File: config.mk
export PLATFORM = sky130hd
export DESIGN_NAME = swc_top
export DESIGN_NICKNAME = d
export VERILOG_FILES = /design/src/inc/swc_pkg.sv /design/src/design/swc_top.sv
export SDC_FILE = /design/constraint.sdc
export NUM_CORES = 1
export LEC_CHECK = 0
export BUFFER_PORTS_ARGS = -buffer_cell sky130_fd_sc_hd__buf_4
export CORE_AREA = 2 2 122 124
export CTS_CLUSTER_DIAMETER = 200
export DETAILED_ROUTE_END_ITERATION = 8
export DIE_AREA = 0 0 124 126
export GPL_ROUTABILITY_DRIVEN = 1
export PLACE_DENSITY = 0.77
export SYNTH_ARGS = -nofsm -noshare
export SYNTH_HDL_FRONTEND = slang
export SYNTH_SLANG_ARGS = --single-unit
File: constraint.sdc
create_clock -name clk_i -period 2.1 [get_ports clk_i]
set_clock_uncertainty 0.1 [all_clocks]
set_input_delay 0.42 -clock clk_i [delete_from_list [all_inputs] [get_ports clk_i]]
set_output_delay 0.42 -clock clk_i [all_outputs]
set_load 0.02 [all_outputs]
File: src/inc/swc_pkg.sv
// Purpose: shared constants and types of the sleep / wake controller
// Assumes: AXI4-Lite register slave, 32-bit data, one clock
// Notes:   register offsets are byte addresses
`default_nettype none
package swc_pkg;
  // register byte offsets
  localparam logic [31:0] OFF_CTRL    = 32'h0000_0000;
  localparam logic [31:0] OFF_WDT_PER = 32'h0000_0004;
  localparam logic [31:0] OFF_STATUS  = 32'h0000_0008;
  localparam logic [31:0] OFF_WDT_CNT = 32'h0000_000C;
  // axi responses
  localparam logic [1:0]  RESP_OKAY   = 2'h0;
  localparam logic [1:0]  RESP_SLVERR = 2'h2;
  // widths
  localparam int          WDT_W       = 16;
  localparam int          IRQ_N       = 8;
  localparam int          PORT_N      = 8;
  localparam int          SYNC_N      = 4;
  // synchroniser lanes
  localparam int          SY_EXT      = 0;
  localparam int          SY_BOR      = 1;
  localparam int          SY_POR      = 2;
  localparam int          SY_LF       = 3;
  // second timer clock source codes
  localparam logic [1:0]  T2_SRC_CORE = 2'h0;
  localparam logic [1:0]  T2_SRC_LF   = 2'h1;
  localparam logic [1:0]  T2_SRC_PIN  = 2'h2;
  // watchdog reset values and count step
  localparam logic [WDT_W-1:0] WDT_PER_RST = 16'h0400;
  localparam logic [WDT_W-1:0] WDT_ZERO    = 16'h0000;
  localparam logic [WDT_W-1:0] WDT_ONE     = 16'h0001;

  // control register fields
  typedef struct packed {
    logic       adc_rc;
    logic [1:0] t2_src;
    logic       wdt_sleep_run;
    logic       wdt_en;
    logic       bor_en;
    logic       ext_rst_en;
  } swc_ctrl_t;

  localparam swc_ctrl_t CTRL_RST = '{adc_rc: 1'b0, t2_src: T2_SRC_CORE,
    wdt_sleep_run: 1'b1, wdt_en: 1'b0, bor_en: 1'b1, ext_rst_en: 1'b1};

  // cause of the last wake
  typedef enum logic [2:0] {
    WAKE_NONE, WAKE_EXT, WAKE_BOR, WAKE_POR, WAKE_WDT, WAKE_IRQ
  } swc_wake_t;

  // status register fields
  typedef struct packed {
    swc_wake_t cause;
    logic      asleep;
    logic      timeout_flag;
    logic      power_down_flag;
  } swc_status_t;

  // sequencer states
  typedef enum logic [1:0] {
    ST_RUN, ST_SLEEP, ST_RESUME, ST_NEXT
  } swc_state_t;
endpackage : swc_pkg
`default_nettype wire

File: src/design/swc_top.sv
// Purpose: power-down sequencer with watchdog and register slave
// Assumes: core pulses sleep_exec_i when it executes the sleep opcode
// Notes:   all outputs registered; pins pass a two-flop synchroniser
//
// The implementer's own choices: the address map and the AXI4-Lite interface to the registers.
`default_nettype none
// Functional notes
// - sleep is entered only when the core executes the sleep instruction
// - entering sleep clears the watchdog; it may keep counting in sleep
// - entering sleep clears power-down flag and sets timeout flag
// - the core execution clock is stopped while asleep
// - the low-frequency oscillator keeps running during sleep
// - second timer runs in sleep when clocked from oscillator or pin
// - converter runs in sleep when clocked from its own rc oscillator
// - port pins hold their pre-sleep drive state while asleep
// - sleep changes no reset source except the watchdog
// - wake on reset pin, brownout, power-on, watchdog or enabled irq
// - pin, brownout and power-on wakes reset; others resume execution
// - the next instruction is prefetched while sleep executes
// - irq wake needs its own enable; global enable does not gate
// - after irq wake run next instruction, then vector if global enable
// - every wake clears the watchdog count
// - pending enabled irq makes sleep a no-op with flags unchanged
// - irq during or after sleep wakes at once, flags as on entry
module swc_top (
  // clock and reset
  input  wire logic                     clk_i,
  input  wire logic                     resetn_i,
  // axi4-lite write
  input  wire logic [31:0]              awaddr_i,
  input  wire logic                     awvalid_i,
  output logic                          awready_o,
  input  wire logic [31:0]              wdata_i,
  input  wire logic [3:0]               wstrb_i,
  input  wire logic                     wvalid_i,
  output logic                          wready_o,
  output logic [1:0]                    bresp_o,
  output logic                          bvalid_o,
  input  wire logic                     bready_i,
  // axi4-lite read
  input  wire logic [31:0]              araddr_i,
  input  wire logic                     arvalid_i,
  output logic                          arready_o,
  output logic [31:0]                   rdata_o,
  output logic [1:0]                    rresp_o,
  output logic                          rvalid_o,
  input  wire logic                     rready_i,
  // core side
  input  wire logic                     sleep_exec_i,
  input  wire logic                     instr_retired_i,
  input  wire logic                     global_irq_enable_i,
  input  wire logic [swc_pkg::IRQ_N-1:0] irq_flag_i,
  input  wire logic [swc_pkg::IRQ_N-1:0] irq_enable_i,
  input  wire logic [swc_pkg::PORT_N-1:0] core_port_out_i,
  input  wire logic [swc_pkg::PORT_N-1:0] core_port_oe_i,
  output logic                          core_clk_en_o,
  output logic                          prefetch_o,
  output logic                          resume_o,
  output logic                          vector_isr_o,
  // pins and oscillators
  input  wire logic                     external_reset_pin_n_i,
  input  wire logic                     brownout_reset_i,
  input  wire logic                     power_on_reset_i,
  input  wire logic                     low_freq_internal_osc_i,
  output logic                          device_reset_o,
  output logic [swc_pkg::PORT_N-1:0]    port_out_o,
  output logic [swc_pkg::PORT_N-1:0]    port_oe_o,
  // peripheral run enables
  output logic                          low_freq_osc_en_o,
  output logic                          second_timer_run_o,
  output logic                          adc_run_o
);

  // exact-address match
  function automatic logic addr_is(input logic [31:0] a,
                                   input logic [31:0] off);
    addr_is = (a == off);
  endfunction : addr_is

  // state
  swc_pkg::swc_state_t        state_q, state_d;
  swc_pkg::swc_ctrl_t         ctrl_q, ctrl_d;
  swc_pkg::swc_wake_t         cause_q, cause_d;
  logic [swc_pkg::WDT_W-1:0]  wdt_per_q, wdt_per_d;
  logic [swc_pkg::WDT_W-1:0]  watchdog_counter_q, watchdog_counter_d;
  logic                       power_down_flag_q, power_down_flag_d;
  logic                       timeout_flag_q, timeout_flag_d;
  logic [swc_pkg::SYNC_N-1:0] sync1_q, sync2_q, sync_raw;
  logic                       lf_prev_q;
  logic                       awready_q, wready_q, bvalid_q, arready_q;
  logic                       rvalid_q;
  logic [1:0]                 bresp_q, rresp_q;
  logic [31:0]                rdata_q, awaddr_q, wdata_q;
  logic [3:0]                 wstrb_q;
  logic                       clk_en_q, prefetch_q, resume_q, vector_q;
  logic                       dev_rst_q, lf_en_q, t2_run_q, adc_run_q;
  logic [swc_pkg::PORT_N-1:0] port_out_q, port_oe_q;

  // pin lanes, active high before the synchroniser
  assign sync_raw = {low_freq_internal_osc_i, power_on_reset_i,
                     brownout_reset_i, ~external_reset_pin_n_i};

  // reset sources and wake decode
  wire lf_tick  = sync2_q[swc_pkg::SY_LF] & ~lf_prev_q;
  wire rst_ext  = sync2_q[swc_pkg::SY_EXT] & ctrl_q.ext_rst_en;
  wire rst_bor  = sync2_q[swc_pkg::SY_BOR] & ctrl_q.bor_en;
  wire rst_por  = sync2_q[swc_pkg::SY_POR];
  wire full_rst = rst_ext | rst_bor | rst_por;
  wire asleep   = (state_q == swc_pkg::ST_SLEEP);
  wire pending  = |(irq_flag_i & irq_enable_i);
  wire sleep_go = sleep_exec_i & (state_q == swc_pkg::ST_RUN)
                  & ~pending & ~full_rst;
  wire wdt_run  = ctrl_q.wdt_en & (~asleep | ctrl_q.wdt_sleep_run);
  wire wdt_hit  = wdt_run & lf_tick & (watchdog_counter_q >= wdt_per_q);
  wire wake_irq = asleep & pending & ~full_rst;
  wire wake_wdt = asleep & wdt_hit & ~full_rst;
  wire wdt_rst  = wdt_hit & ~asleep;
  wire wdt_clr  = sleep_go | wake_irq | wake_wdt | wdt_hit | full_rst;

  // watchdog count
  assign watchdog_counter_d =
    wdt_clr ? swc_pkg::WDT_ZERO :
    (wdt_run & lf_tick) ? watchdog_counter_q + swc_pkg::WDT_ONE
                        : watchdog_counter_q;

  // status flags
  assign power_down_flag_d = full_rst ? 1'b1 :
                             sleep_go ? 1'b0 : power_down_flag_q;
  assign timeout_flag_d = full_rst ? 1'b1 :
                          sleep_go ? 1'b1 :
                          wdt_rst  ? 1'b0 : timeout_flag_q;

  // sequencer next state
  always_comb begin
    state_d = state_q;
    unique case (state_q)
      swc_pkg::ST_RUN:    if (sleep_go) state_d = swc_pkg::ST_SLEEP;
      swc_pkg::ST_SLEEP:  if (wake_irq | wake_wdt) begin
        state_d = swc_pkg::ST_RESUME;
      end
      swc_pkg::ST_RESUME: state_d = swc_pkg::ST_NEXT;
      swc_pkg::ST_NEXT:   if (instr_retired_i) state_d = swc_pkg::ST_RUN;
    endcase
    if (full_rst) state_d = swc_pkg::ST_RUN;
  end

  // wake cause
  assign cause_d = rst_ext  ? swc_pkg::WAKE_EXT :
                   rst_bor  ? swc_pkg::WAKE_BOR :
                   rst_por  ? swc_pkg::WAKE_POR :
                   wake_irq ? swc_pkg::WAKE_IRQ :
                   wake_wdt ? swc_pkg::WAKE_WDT : cause_q;

  // register slave decode
  wire aw_take  = awvalid_i & awready_q;
  wire w_take   = wvalid_i & wready_q;
  wire wr_do    = ~awready_q & ~wready_q & ~bvalid_q;
  wire wr_ctrl  = wr_do & addr_is(awaddr_q, swc_pkg::OFF_CTRL);
  wire wr_per   = wr_do & addr_is(awaddr_q, swc_pkg::OFF_WDT_PER);
  wire wr_hit   = addr_is(awaddr_q, swc_pkg::OFF_CTRL)
                | addr_is(awaddr_q, swc_pkg::OFF_WDT_PER);
  wire ar_take  = arvalid_i & arready_q;
  wire rd_hit   = addr_is(araddr_i, swc_pkg::OFF_CTRL)
                | addr_is(araddr_i, swc_pkg::OFF_WDT_PER)
                | addr_is(araddr_i, swc_pkg::OFF_STATUS)
                | addr_is(araddr_i, swc_pkg::OFF_WDT_CNT);
  wire swc_pkg::swc_status_t status = '{cause: cause_q, asleep: asleep,
    timeout_flag: timeout_flag_q, power_down_flag: power_down_flag_q};
  wire [31:0] rd_data =
    addr_is(araddr_i, swc_pkg::OFF_CTRL)    ? 32'(ctrl_q) :
    addr_is(araddr_i, swc_pkg::OFF_WDT_PER) ? 32'(wdt_per_q) :
    addr_is(araddr_i, swc_pkg::OFF_STATUS)  ? 32'(status) :
    addr_is(araddr_i, swc_pkg::OFF_WDT_CNT) ? 32'(watchdog_counter_q)
                                            : 32'h0000_0000;

  // register writes honour byte lanes
  assign ctrl_d = (wr_ctrl & wstrb_q[0])
                ? swc_pkg::swc_ctrl_t'(wdata_q[$bits(swc_pkg::swc_ctrl_t)-1:0])
                : ctrl_q;
  assign wdt_per_d[7:0]  = (wr_per & wstrb_q[0]) ? wdata_q[7:0]
                                                 : wdt_per_q[7:0];
  assign wdt_per_d[15:8] = (wr_per & wstrb_q[1]) ? wdata_q[15:8]
                                                 : wdt_per_q[15:8];

  // pin synchroniser, first stage read only by the second
  always_ff @(posedge clk_i) begin
    sync1_q   <= sync_raw;
    sync2_q   <= sync1_q;
    lf_prev_q <= sync2_q[swc_pkg::SY_LF];
  end

  // core state registers
  always_ff @(posedge clk_i) begin
    if (!resetn_i) begin
      state_q            <= swc_pkg::ST_RUN;
      ctrl_q             <= swc_pkg::CTRL_RST;
      cause_q            <= swc_pkg::WAKE_NONE;
      wdt_per_q          <= swc_pkg::WDT_PER_RST;
      watchdog_counter_q <= swc_pkg::WDT_ZERO;
      power_down_flag_q  <= 1'b1;
      timeout_flag_q     <= 1'b1;
    end else begin
      state_q            <= state_d;
      ctrl_q             <= ctrl_d;
      cause_q            <= cause_d;
      wdt_per_q          <= wdt_per_d;
      watchdog_counter_q <= watchdog_counter_d;
      power_down_flag_q  <= power_down_flag_d;
      timeout_flag_q     <= timeout_flag_d;
    end
  end

  // axi write channel
  always_ff @(posedge clk_i) begin
    if (!resetn_i) begin
      awready_q <= 1'b1;
      wready_q  <= 1'b1;
      bvalid_q  <= 1'b0;
      bresp_q   <= swc_pkg::RESP_OKAY;
      awaddr_q  <= 32'h0000_0000;
      wdata_q   <= 32'h0000_0000;
      wstrb_q   <= 4'h0;
    end else begin
      if (aw_take) awready_q <= 1'b0;
      if (aw_take) awaddr_q <= awaddr_i;
      if (w_take) wready_q <= 1'b0;
      if (w_take) wdata_q <= wdata_i;
      if (w_take) wstrb_q <= wstrb_i;
      if (wr_do) bvalid_q <= 1'b1;
      if (wr_do) bresp_q <= wr_hit ? swc_pkg::RESP_OKAY
                                   : swc_pkg::RESP_SLVERR;
      if (bvalid_q & bready_i) begin
        bvalid_q  <= 1'b0;
        awready_q <= 1'b1;
        wready_q  <= 1'b1;
      end
    end
  end

  // axi read channel
  always_ff @(posedge clk_i) begin
    if (!resetn_i) begin
      arready_q <= 1'b1;
      rvalid_q  <= 1'b0;
      rresp_q   <= swc_pkg::RESP_OKAY;
      rdata_q   <= 32'h0000_0000;
    end else if (ar_take) begin
      arready_q <= 1'b0;
      rvalid_q  <= 1'b1;
      rdata_q   <= rd_data;
      rresp_q   <= rd_hit ? swc_pkg::RESP_OKAY : swc_pkg::RESP_SLVERR;
    end else if (rvalid_q & rready_i) begin
      arready_q <= 1'b1;
      rvalid_q  <= 1'b0;
    end
  end

  // core, pin and peripheral outputs
  always_ff @(posedge clk_i) begin
    if (!resetn_i) begin
      clk_en_q   <= 1'b1;
      prefetch_q <= 1'b0;
      resume_q   <= 1'b0;
      vector_q   <= 1'b0;
      dev_rst_q  <= 1'b0;
      lf_en_q    <= 1'b0;
      t2_run_q   <= 1'b1;
      adc_run_q  <= 1'b1;
      port_out_q <= '0;
      port_oe_q  <= '0;
    end else begin
      clk_en_q   <= (state_d != swc_pkg::ST_SLEEP);
      prefetch_q <= sleep_go;
      resume_q   <= (state_d == swc_pkg::ST_RESUME);
      vector_q   <= (state_q == swc_pkg::ST_NEXT) & instr_retired_i
                    & global_irq_enable_i & ~full_rst
                    & (cause_q == swc_pkg::WAKE_IRQ);
      dev_rst_q  <= full_rst | wdt_rst;
      lf_en_q    <= 1'b1;
      t2_run_q   <= ~asleep | (ctrl_q.t2_src == swc_pkg::T2_SRC_LF)
                    | (ctrl_q.t2_src == swc_pkg::T2_SRC_PIN);
      adc_run_q  <= ~asleep | ctrl_q.adc_rc;
      if (!asleep) begin
        port_out_q <= core_port_out_i;
        port_oe_q  <= core_port_oe_i;
      end
    end
  end

  // output ports
  assign awready_o          = awready_q;
  assign wready_o           = wready_q;
  assign bvalid_o           = bvalid_q;
  assign bresp_o            = bresp_q;
  assign arready_o          = arready_q;
  assign rvalid_o           = rvalid_q;
  assign rresp_o            = rresp_q;
  assign rdata_o            = rdata_q;
  assign core_clk_en_o      = clk_en_q;
  assign prefetch_o         = prefetch_q;
  assign resume_o           = resume_q;
  assign vector_isr_o       = vector_q;
  assign device_reset_o     = dev_rst_q;
  assign low_freq_osc_en_o  = lf_en_q;
  assign second_timer_run_o = t2_run_q;
  assign adc_run_o          = adc_run_q;
  assign port_out_o         = port_out_q;
  assign port_oe_o          = port_oe_q;

  // checks
  sleep_entry_a: assert property (@(posedge clk_i) disable iff (!resetn_i)
    (asleep && $past(state_q) != swc_pkg::ST_SLEEP) |-> $past(sleep_exec_i))
    else $error("sleep entered without sleep instruction");
  wdt_clear_a: assert property (@(posedge clk_i) disable iff (!resetn_i)
    (sleep_go || wake_irq || wake_wdt) |=> watchdog_counter_q == '0)
    else $error("watchdog not cleared at sleep entry or wake");
  sleep_flags_a: assert property (@(posedge clk_i) disable iff (!resetn_i)
    sleep_go |=> (!power_down_flag_q && timeout_flag_q && asleep))
    else $error("flags wrong after sleep entry");
  clk_stop_a: assert property (@(posedge clk_i) disable iff (!resetn_i)
    asleep |-> !core_clk_en_o)
    else $error("core clock running while asleep");
  timer_run_a: assert property (@(posedge clk_i) disable iff (!resetn_i)
    (asleep && ctrl_q.t2_src != swc_pkg::T2_SRC_CORE) |=> second_timer_run_o)
    else $error("second timer stopped in sleep");
  port_hold_a: assert property (@(posedge clk_i) disable iff (!resetn_i)
    asleep |=> ($stable(port_out_o) && $stable(port_oe_o)))
    else $error("port drive changed while asleep");
  reset_wake_a: assert property (@(posedge clk_i) disable iff (!resetn_i)
    full_rst |=> (state_q == swc_pkg::ST_RUN && device_reset_o))
    else $error("reset source did not reset");
  prefetch_a: assert property (@(posedge clk_i) disable iff (!resetn_i)
    sleep_go |=> prefetch_o ##1 !prefetch_o)
    else $error("prefetch pulse missing");
  sleep_nop_a: assert property (@(posedge clk_i) disable iff (!resetn_i)
    (sleep_exec_i && pending && state_q == swc_pkg::ST_RUN && !full_rst
     && !wdt_hit) |=> ($stable(power_down_flag_q) && $stable(timeout_flag_q)
     && state_q == swc_pkg::ST_RUN))
    else $error("sleep not a no-op with pending irq");
  irq_wake_a: assert property (@(posedge clk_i) disable iff (!resetn_i)
    wake_irq |=> (state_q == swc_pkg::ST_RESUME && core_clk_en_o && resume_o)
    ##1 state_q == swc_pkg::ST_NEXT)
    else $error("irq wake not immediate");
  vector_a: assert property (@(posedge clk_i) disable iff (!resetn_i)
    vector_isr_o |-> ($past(instr_retired_i) && $past(global_irq_enable_i)))
    else $error("vector without retired instruction");

endmodule : swc_top
`default_nettype wire

# Yosys cells after proc, flatten, opt, wreduce, memory -nomap -nowiden
# Cells that the tools add are included.
# word_totals
input_bits,146
register_bits,170
word_cells,144
# classes
n_eq_ne,12
order_cmp,1
addsub,1
mux,21
n_reduce_logical,14
n_bitwise,56
# ops
op,count
"equality test 32 x 3 -> 1 bit, second input constant",2
"equality test 32 x 4 -> 1 bit, second input constant",2
logical NOT 32 bit,2
two-way mux 16 bit,4
AND 1 bit,30
"adder 16 x 1 -> 16 bit, second input constant",1
greater-or-equal comparator 16 bit,1
two-way mux 2 bit,8
OR 1 bit,16
NOT 1 bit,9
AND 8 bit,1
"equality test 2 bit, second input constant",4
case mux 2 bit (4 select lines),1
OR reduction 2 bit,4
OR reduction 8 bit,1
two-way mux 1 bit,6
two-way mux 3 bit,2
nonzero test 5 bit,1
"equality test 2 x 1 -> 1 bit, second input constant",2
nonzero test 2 bit,2
nonzero test 4 bit,1
OR reduction 4 bit,1
"equality test 3 bit, second input constant",1
OR reduction 3 bit,1
other kinds (2),2

# Depth between registers and ports, before layout
# Gate-level depths: netlist (run 1).
# depth
depth_word,13
mapped_depth,10
mapped_depth_nobuf,8

# Least setup slack after synthesis (run 1)
# No wires, ideal clock.
# synth_path
path_kind,register -> register
from,register watchdog_counter_q[11] (netlist name)
to,register watchdog_counter_q[0] (netlist name)
setup_slack_ns,-0.007
required_ns,1.936
arrival_ns,1.943
synth_period_minus_slack_ns,2.107
path_stages_with_launch,10
n_path_buf,2
cell_sequence,dfxtp_1 > ha_1 > a21oi_1 > nor2_1 > nor4_1 > a31oi_1 > or3_1 > buf_6 > buf_8 > nor2_1
# synth_via
elab_chain_cells,8
# synth_lines
item,line_no,source
start: declaration,swc_top.sv:85,"logic [swc_pkg::WDT_W-1:0] watchdog_counter_q, watchdog_counter_d;"
start signal: assignment,swc_top.sv:199,watchdog_counter_q <= swc_pkg::WDT_ZERO;
start signal: assignment,swc_top.sv:207,watchdog_counter_q <= watchdog_counter_d;
greater-or-equal comparator 16 bit (*),swc_top.sv:114,wire wdt_hit = wdt_run & lf_tick & (watchdog_counter_q >= wdt_per_q);
AND 1 bit (*),swc_top.sv:114,
AND 1 bit (2 in a row),swc_top.sv:116,wire wake_wdt = asleep & wdt_hit & ~full_rst;
OR 1 bit,swc_top.sv:118,wire wdt_clr = sleep_go | wake_irq | wake_wdt | wdt_hit | full_rst;
OR 1 bit (*) (2 in a row),swc_top.sv:118,
OR reduction 2 bit (no line) (*),-,
# Every way passes the cells marked *; elsewhere a longest branch is shown, timed or not.
# A chain may end at the register's enable or synchronous reset.

# Worst setup path in the final report (run 1)
# layout_path
from,register wdt_per_q[10] (netlist name)
to,register cause_q[0]
# layout_via
elab_chain_cells,5
# layout_lines
item,line_no,source
start: declaration,swc_top.sv:84,"logic [swc_pkg::WDT_W-1:0] wdt_per_q, wdt_per_d;"
start signal: assignment,swc_top.sv:198,wdt_per_q <= swc_pkg::WDT_PER_RST;
start signal: assignment,swc_top.sv:206,wdt_per_q <= wdt_per_d;
greater-or-equal comparator 16 bit,swc_top.sv:114,
AND 1 bit,swc_top.sv:114,
AND 1 bit (2 in a row),swc_top.sv:116,
nonzero test 5 bit (no line),-,
end signal: assignment,swc_top.sv:197,cause_q <= swc_pkg::WAKE_NONE;
end signal: assignment,swc_top.sv:205,cause_q <= cause_d;
end: declaration,swc_top.sv:83,"swc_pkg::swc_wake_t cause_q, cause_d;"
# No other way between the ends.

==> results of run 1 <==
-- logic make-up after synthesis --
kind of cell             after synthesis  share of synthesized area (%)
AND/OR/NAND/NOR                      309                          21.66
flip-flops                           152                          46.86
AO/OA/AOI/OAI                        148                          15.76
buffers and inverters                 81                          6.301
multiplexers                          25                          3.931
adder cells (fa/ha/maj)               17                          3.275
XOR/XNOR                              16                          2.158
other                                  1                        0.05775
-- layout make-up --
type                    instances  area [um2]  area share (%)
inverters                      24       90.09          0.9738
repair buffers                231        1812           19.58
clock inverters                13       224.0           2.421
multi-input cells             533        3382           36.56
flip-flops and latches        152        3060           33.08
well taps                     184       230.2           2.489
clock buffers                  19       452.9           4.896
-- metal layers --
| metal | vias up | track usage (%) | wire length [um] |
|---|---|---|---|
| met5 | - | 0 | 0 |
| met4 | 0 | 9.782 | 538 |
| met3 | 47 | 6.386 | 1197 |
| met2 | 208 | 35.46 | 8750 |
| met1 | 2699 | 28.92 | 7320 |
| li1 | 2933 | - | - |
-- through the flow --
step	cell area, um2	utilization [%]	hold slack (ps)
2_1_floorplan	6559	-	209.6
3_3_place_gp	8197	57.26	211.0
3_5_place_dp	8197	57.26	212.1
4_1_cts	9124	63.74	27.00
5_1_grt	9251	64.63	49.96
6_report	9251	64.63	38.98
-- what timing repair did --
item | CTS | global route
resized for setup | 51 | 34
setup endpoints to repair | 24 | 45
setup buffers | 2 | 0
hold endpoints to repair | 3 | 0
hold buffers | 3 | 0
gates cloned | 1 | 0
pin swaps | 33 | 11
-- power groups by stage --
stage	Clock, uW	Sequential (uW)	Combinational (uW)
after floorplan	0	3120	281
after global placement	0	3090	575
after detailed placement	0	3100	583
after CTS	3500	3030	598
after global routing	3650	3040	663
final	3470	3030	604
-- final timing paths --
path	startpoint	endpoint	depth (start not counted)
worst min-delay path	external_reset_pin_n_i	sync1_q[0]	2
worst max register to register	wdt_per_q[10]	cause_q[0]	10
worst min register to register	sync1_q[3]	sync2_q[3]	0
worst max-delay path	wdt_per_q[10]	cause_q[0]	10
-- cell usage after synthesis (8+ instances only) --
cell	n	area share, %
a21boi_0	70	8.1
a21oi_1	14	1.1
a22oi_1	11	1.3
buf_4	19	2.2
clkbuf_1	28	1.6
dfxtp_1	152	47
ha_1	17	3.3
inv_1	24	1.4
mux2i_1	21	3.2
nand2_1	182	11
nand3_1	26	2.0
nor2_1	29	1.7
nor2b_1	17	1.6
nor3_1	8	0.62
nor4_1	16	1.5
o21ai_0	33	2.5
xnor2_1	10	1.3
-- critical path, stage by stage, from the launching register on --
cell	delay, ps
dfxtp_2	340
inv_2	50
ha_2	320
nand2_2	60
buf_4	150
nor3_4	290
o311ai_4	170
a31oi_4	230
buf_6	150
a21oi_2	50
o221a_2	250
-- registers in the layout, summed over array words and instances, names as in the netlist, 2 cells and up --
name,count
awaddr_q,32
rdata_o,16
watchdog_counter_q,16
wdata_q,16
wdt_per_q,16
port_oe_o,8
port_out_o,8
ctrl_q,7
sync1_q,4
sync2_q,4
cause_q,3
state_q,2
wstrb_q,2
==> summary.txt, run 1 <==
Status
  – Outcome: complete, but fails checks
  – Violated checks: setup timing

Power and ir drop
  – Register share of total power: 42.7%
  – Sw frac: 21.62%
  – Int Pwr: between 5000 and 6000 uW
  – Total power: 7107 uW
  – Logic gate share of total power: 8.5%
  – Cell Pwr Density: between 700 and 800 nW/um2
  – Clk pwr share: 48.8%
  – Worst ir drop on vdd: 0.5696 mV
  – Lkg Pwr: 0.003845 uW
  – Switch Pwr: 1537 uW

Place
  – Cell count after placement: 1118
  – IO buf count: 174
  – Routability cong.: 0.8670
  – Post-place setup slack: -212.5 ps
  – DP Wirelength: 11420 um

Logic synthesis
  – Syn avg cell area: approximately 8.7 um2
  – Synth cell types: 52
  – Number of flops mapped to enable cells by yosys: 0
  – Synth Register Bits: approximately 150
  – Post-synth ARST share: 0%
  – Cells after synthesis: 749
  – Most used DFF post-synth: dfxtp_1
  – YS warnings: 0
  – Seq/Total Area, Yosys: 46.86%
  – Synthesized area: 6494 um2

Clocking
  – CTS sink cnt: around 150
  – Num CTS Buffers: 17
  – CTS tree: done
  – Clock Tree Root: clkbuf_16
  – H-Tree Depth: 4
  – Reg clk slew, reported paths: 60 ps
  – Clk_lat worst skew: 430 ps
  – Longest Clk Path Bufs: 2

Timing
  – Fmax achieved: about 440 MHz
  – Final Hold Vio Count: 0
  – Setup ws final: -187.4 ps
  – Final Cycle Share: 108.9%
  – Max_slew headroom: 57.74%
  – Worst Tran Pin Value: 633.9 ps
  – Final Max Slew Viols: 0
  – Min cycle time layout: approximately 2300 ps
  – Setup TNS Final: -2819 ps
  – RSZ-0062 raised after global routing: true
  – Final setup vio count: 24

Finish
  – Filler cells: 1193
  – Most frequent cells in the layout: buf_4 (221), nand2_1 (180), dfxtp_1 (138)
  – Ant. Diodes: 0
  – Layout Area Growth over Synthesis: 42.47%
  – Commonest non-fill, non-tap cell in the layout: buf_4
  – Finished Layout Cells: 1156
  – Share of cells above drive strength 1: approximately a third
  – Nets: 1122

Worst hold path
  – Worst hold path class: in2reg

Detailed routing
  – Total wire length: roughly 18000 um
  – Drt first pass iters: 5
  – Vias per cell: 5.093
  – Starting DRT DRC Count: 358
  – Final ANT Viol Nets: 0
  – Vias: 5887
  – WL/cell: 15.40 um
  – DR DRC count: 0

Die
  – Die area: about 16000 um2
  – Num rows: 44
  – Core area: 14310 um2
  – Die W: 124 um
  – Die height: 126 um
  – Ports: 211
  – Initial core utilization: 45.37%

Setup path
  – Crit path required time: ~2300 ps
  – Critical path type: reg2reg
  – Type of origin of the critical path: register
  – CP Data Arrival Time: 2500 ps
  – Flop-to-flop setup slack: -190 ps
  – CP endpoint kind: register
  – CP max FO: 4

Global routing
  – Antenna violations before repair: 0
  – Vias in the first global route: just under 6k
  – First-pass GRT wire length: around 28000 um
  – Largest net degree at the start of global routing: between 100 and 150
  – Total GRT Usage: 22.59%
  – Total grt overflow: 0

Job
  – Max-cap violations: 0
Note: power is estimated with default switching activity, not from simulation.
==> run 2: changes to the inputs <==
RECOVER_POWER = 100   (was default)
==> run 2 against run 1 <==
Compared with the run above: the flow still finishes with violations (setup timing); combinational power decreased by 4.5%; global-route usage unchanged; cell count unchanged; register-to-register slack about the same; largest cell class unchanged; sequential share of layout area increased by 0.70 points; non-clock buffer count unchanged; via count about the same; critical path type unchanged.
==> summary.txt, run 2 (synthesis results as in run 1) <==
Clocking
  – Longest Clk Path Bufs: 2
  – CTS tree: done
  – Num CTS Buffers: 17
  – Reg clk slew, reported paths: 60 ps
  – H-Tree Depth: 4
  – Clk_lat worst skew: approximately 430 ps
  – Clock Tree Root: clkbuf_16
  – CTS sink cnt: 152

Die
  – Ports: 211
  – Die area: 15620 um2
  – Initial core utilization: 45.37%
  – Core area: between 10000 and 15000 um2
  – Num rows: 44
  – Die W: 124 um
  – Die height: 126 um

Timing
  – Final Cycle Share: 109.0%
  – Hold Slack: 60.49 ps
  – Final Max Slew Viols: 0
  – Setup ws final: -188.3 ps
  – Final Hold Vio Count: 0
  – Max_slew headroom: 50.12%
  – Min cycle time layout: 2288 ps
  – Worst Tran Pin Value: 748.3 ps
  – RSZ-0062 raised after global routing: true
  – Fmax achieved: 437.0 MHz
  – Final setup vio count: 24

Detailed routing
  – DR DRC count: 0
  – Starting DRT DRC Count: 358
  – Final ANT Viol Nets: 0
  – Post-Route M1 WL: 7289 um
  – Met2 wire length: roughly 8700 um
  – Detail Route met3 WL: about 1300 um
  – Total wire length: 17860 um
  – Vias: 5891
  – WL/cell: 15.45 um
  – Vias per cell: about 5.1
  – Top sig layer: met4
  – Drt first pass iters: 5

Setup path
  – CP Data Arrival Time: 2500 ps
  – Crit path max-delay cell type: dfxtp_2
  – CP Buf/Inv Count: 3
  – Crit path required time: 2320 ps
  – CP endpoint kind: register
  – Critical path type: reg2reg
  – CP max FO: 4
  – Flop-to-flop setup slack: -190 ps
  – Max incr delay on CP: 340 ps
  – Type of origin of the critical path: register
  – Cell family contributing the most delay on the critical path: compound AO/OA/AOI/OAI gates
  – Worst path cell trace: inv_2 > ha_2 > nand2_2 > buf_4 > nor3_4 > o311ai_4 > a31oi_4 > buf_6 > a21oi_2 > o221a_2

Job
  – Max-cap violations: 0

Global routing
  – Largest net degree at the start of global routing: 103
  – First-pass GRT wire length: between 20000 and 30000 um
  – Vias in the first global route: approximately 5.8k
  – Total grt overflow: 0
  – Total GRT Usage: 22.59%
  – Antenna violations before repair: 0

Finish
  – Nets: 1122
  – Share of cells above drive strength 1: 29.12%
  – Commonest non-fill, non-tap cell in the layout: nand2_1
  – Layout Area Growth over Synthesis: 39.52%
  – Filler cells: 1231
  – Biggest register: awaddr_q
  – Finished Layout Cells: about 1.2k
  – Most frequent cells in the layout: nand2_1 (180), buf_4 (169), dfxtp_1 (138)
  – Ant. Diodes: 0
  – Fin util: roughly 63%
  – Max reg flops: 32

Status
  – Violated checks: setup timing
  – Outcome: complete, but fails checks

Power and ir drop
  – Cell Pwr Density: 781.6 nW/um2
  – Lkg Pwr: 0.003649 uW
  – Worst ir drop on vdd: 0.5692 mV

Place
  – DP Wirelength: 11420 um
  – Cell count after placement: approximately 1.1k
  – Routability cong.: 0.8670
  – IO buf count: 174

Worst hold path
  – Worst hold path class: in2reg
run 2: cell count changes in the layout (fill, tap and decap cells not counted), sizes merged:
| cell | before | now |
|---|---|---|
| buf | 228 | 175 |
| clkbuf | 19 | 72 |
run 2: timing repair:
action / 4_1_cts / 5_1_grt
resized for setup: 51 / 34
endpoints found under the setup margin: 24 / 45
endpoints found under the hold margin: 3 / 0
hold buffers: 3 / 0
pin swaps: 33 / 11
cloned: 1 / 0
setup buffers: 2 / 0
run 2: final timing paths:
| check | from | end | depth (start not counted) |
|---|---|---|---|
| worst min register to register | sync1_q[3] | sync2_q[3] | 0 |
| worst max register to register | wdt_per_q[10] | cause_q[0] | 10 |
| worst min-delay path | external_reset_pin_n_i | sync1_q[0] | 2 |
| worst max-delay path | wdt_per_q[10] | cause_q[0] | 10 |
run 2: layout make-up:
class	instances	area (um2)	area share, %
clock buffer	19	452.9	4.999
inverter	24	90.09	0.9943
clock inverter	13	224.0	2.472
tap	184	230.2	2.541
sequential	152	3060	33.78
timing repair buffer	231	1620	17.88
multi-input combinational	533	3382	37.33
run 2: metrics by stage:
stage | worst slack (ps) | power [uW] | TNS, ps | instance area [um2]
floorplan | 0.6066 | 3401 | 0 | 6559
global placement | -164.5 | 3667 | -2790 | 8197
detailed placement | -212.5 | 3679 | -4165 | 8197
CTS | -51.44 | 7129 | -611.1 | 9124
global route | -210.1 | 7326 | -3974 | 9060
finish | -188.3 | 7081 | -2836 | 9060
run 2: where the power goes:
group	internal, uW	total (uW)	switching [uW]
registers	2980	3030	52.0
clock network	2280	3470	1190
logic	280	577	297
total	5540	7080	1540
run 2: routing by layer:
metal	track usage, %	up-vias
met4	9.782	0
met3	6.386	51
met5	0	-
met1	28.92	2683
met2	35.46	226
li1	-	2931
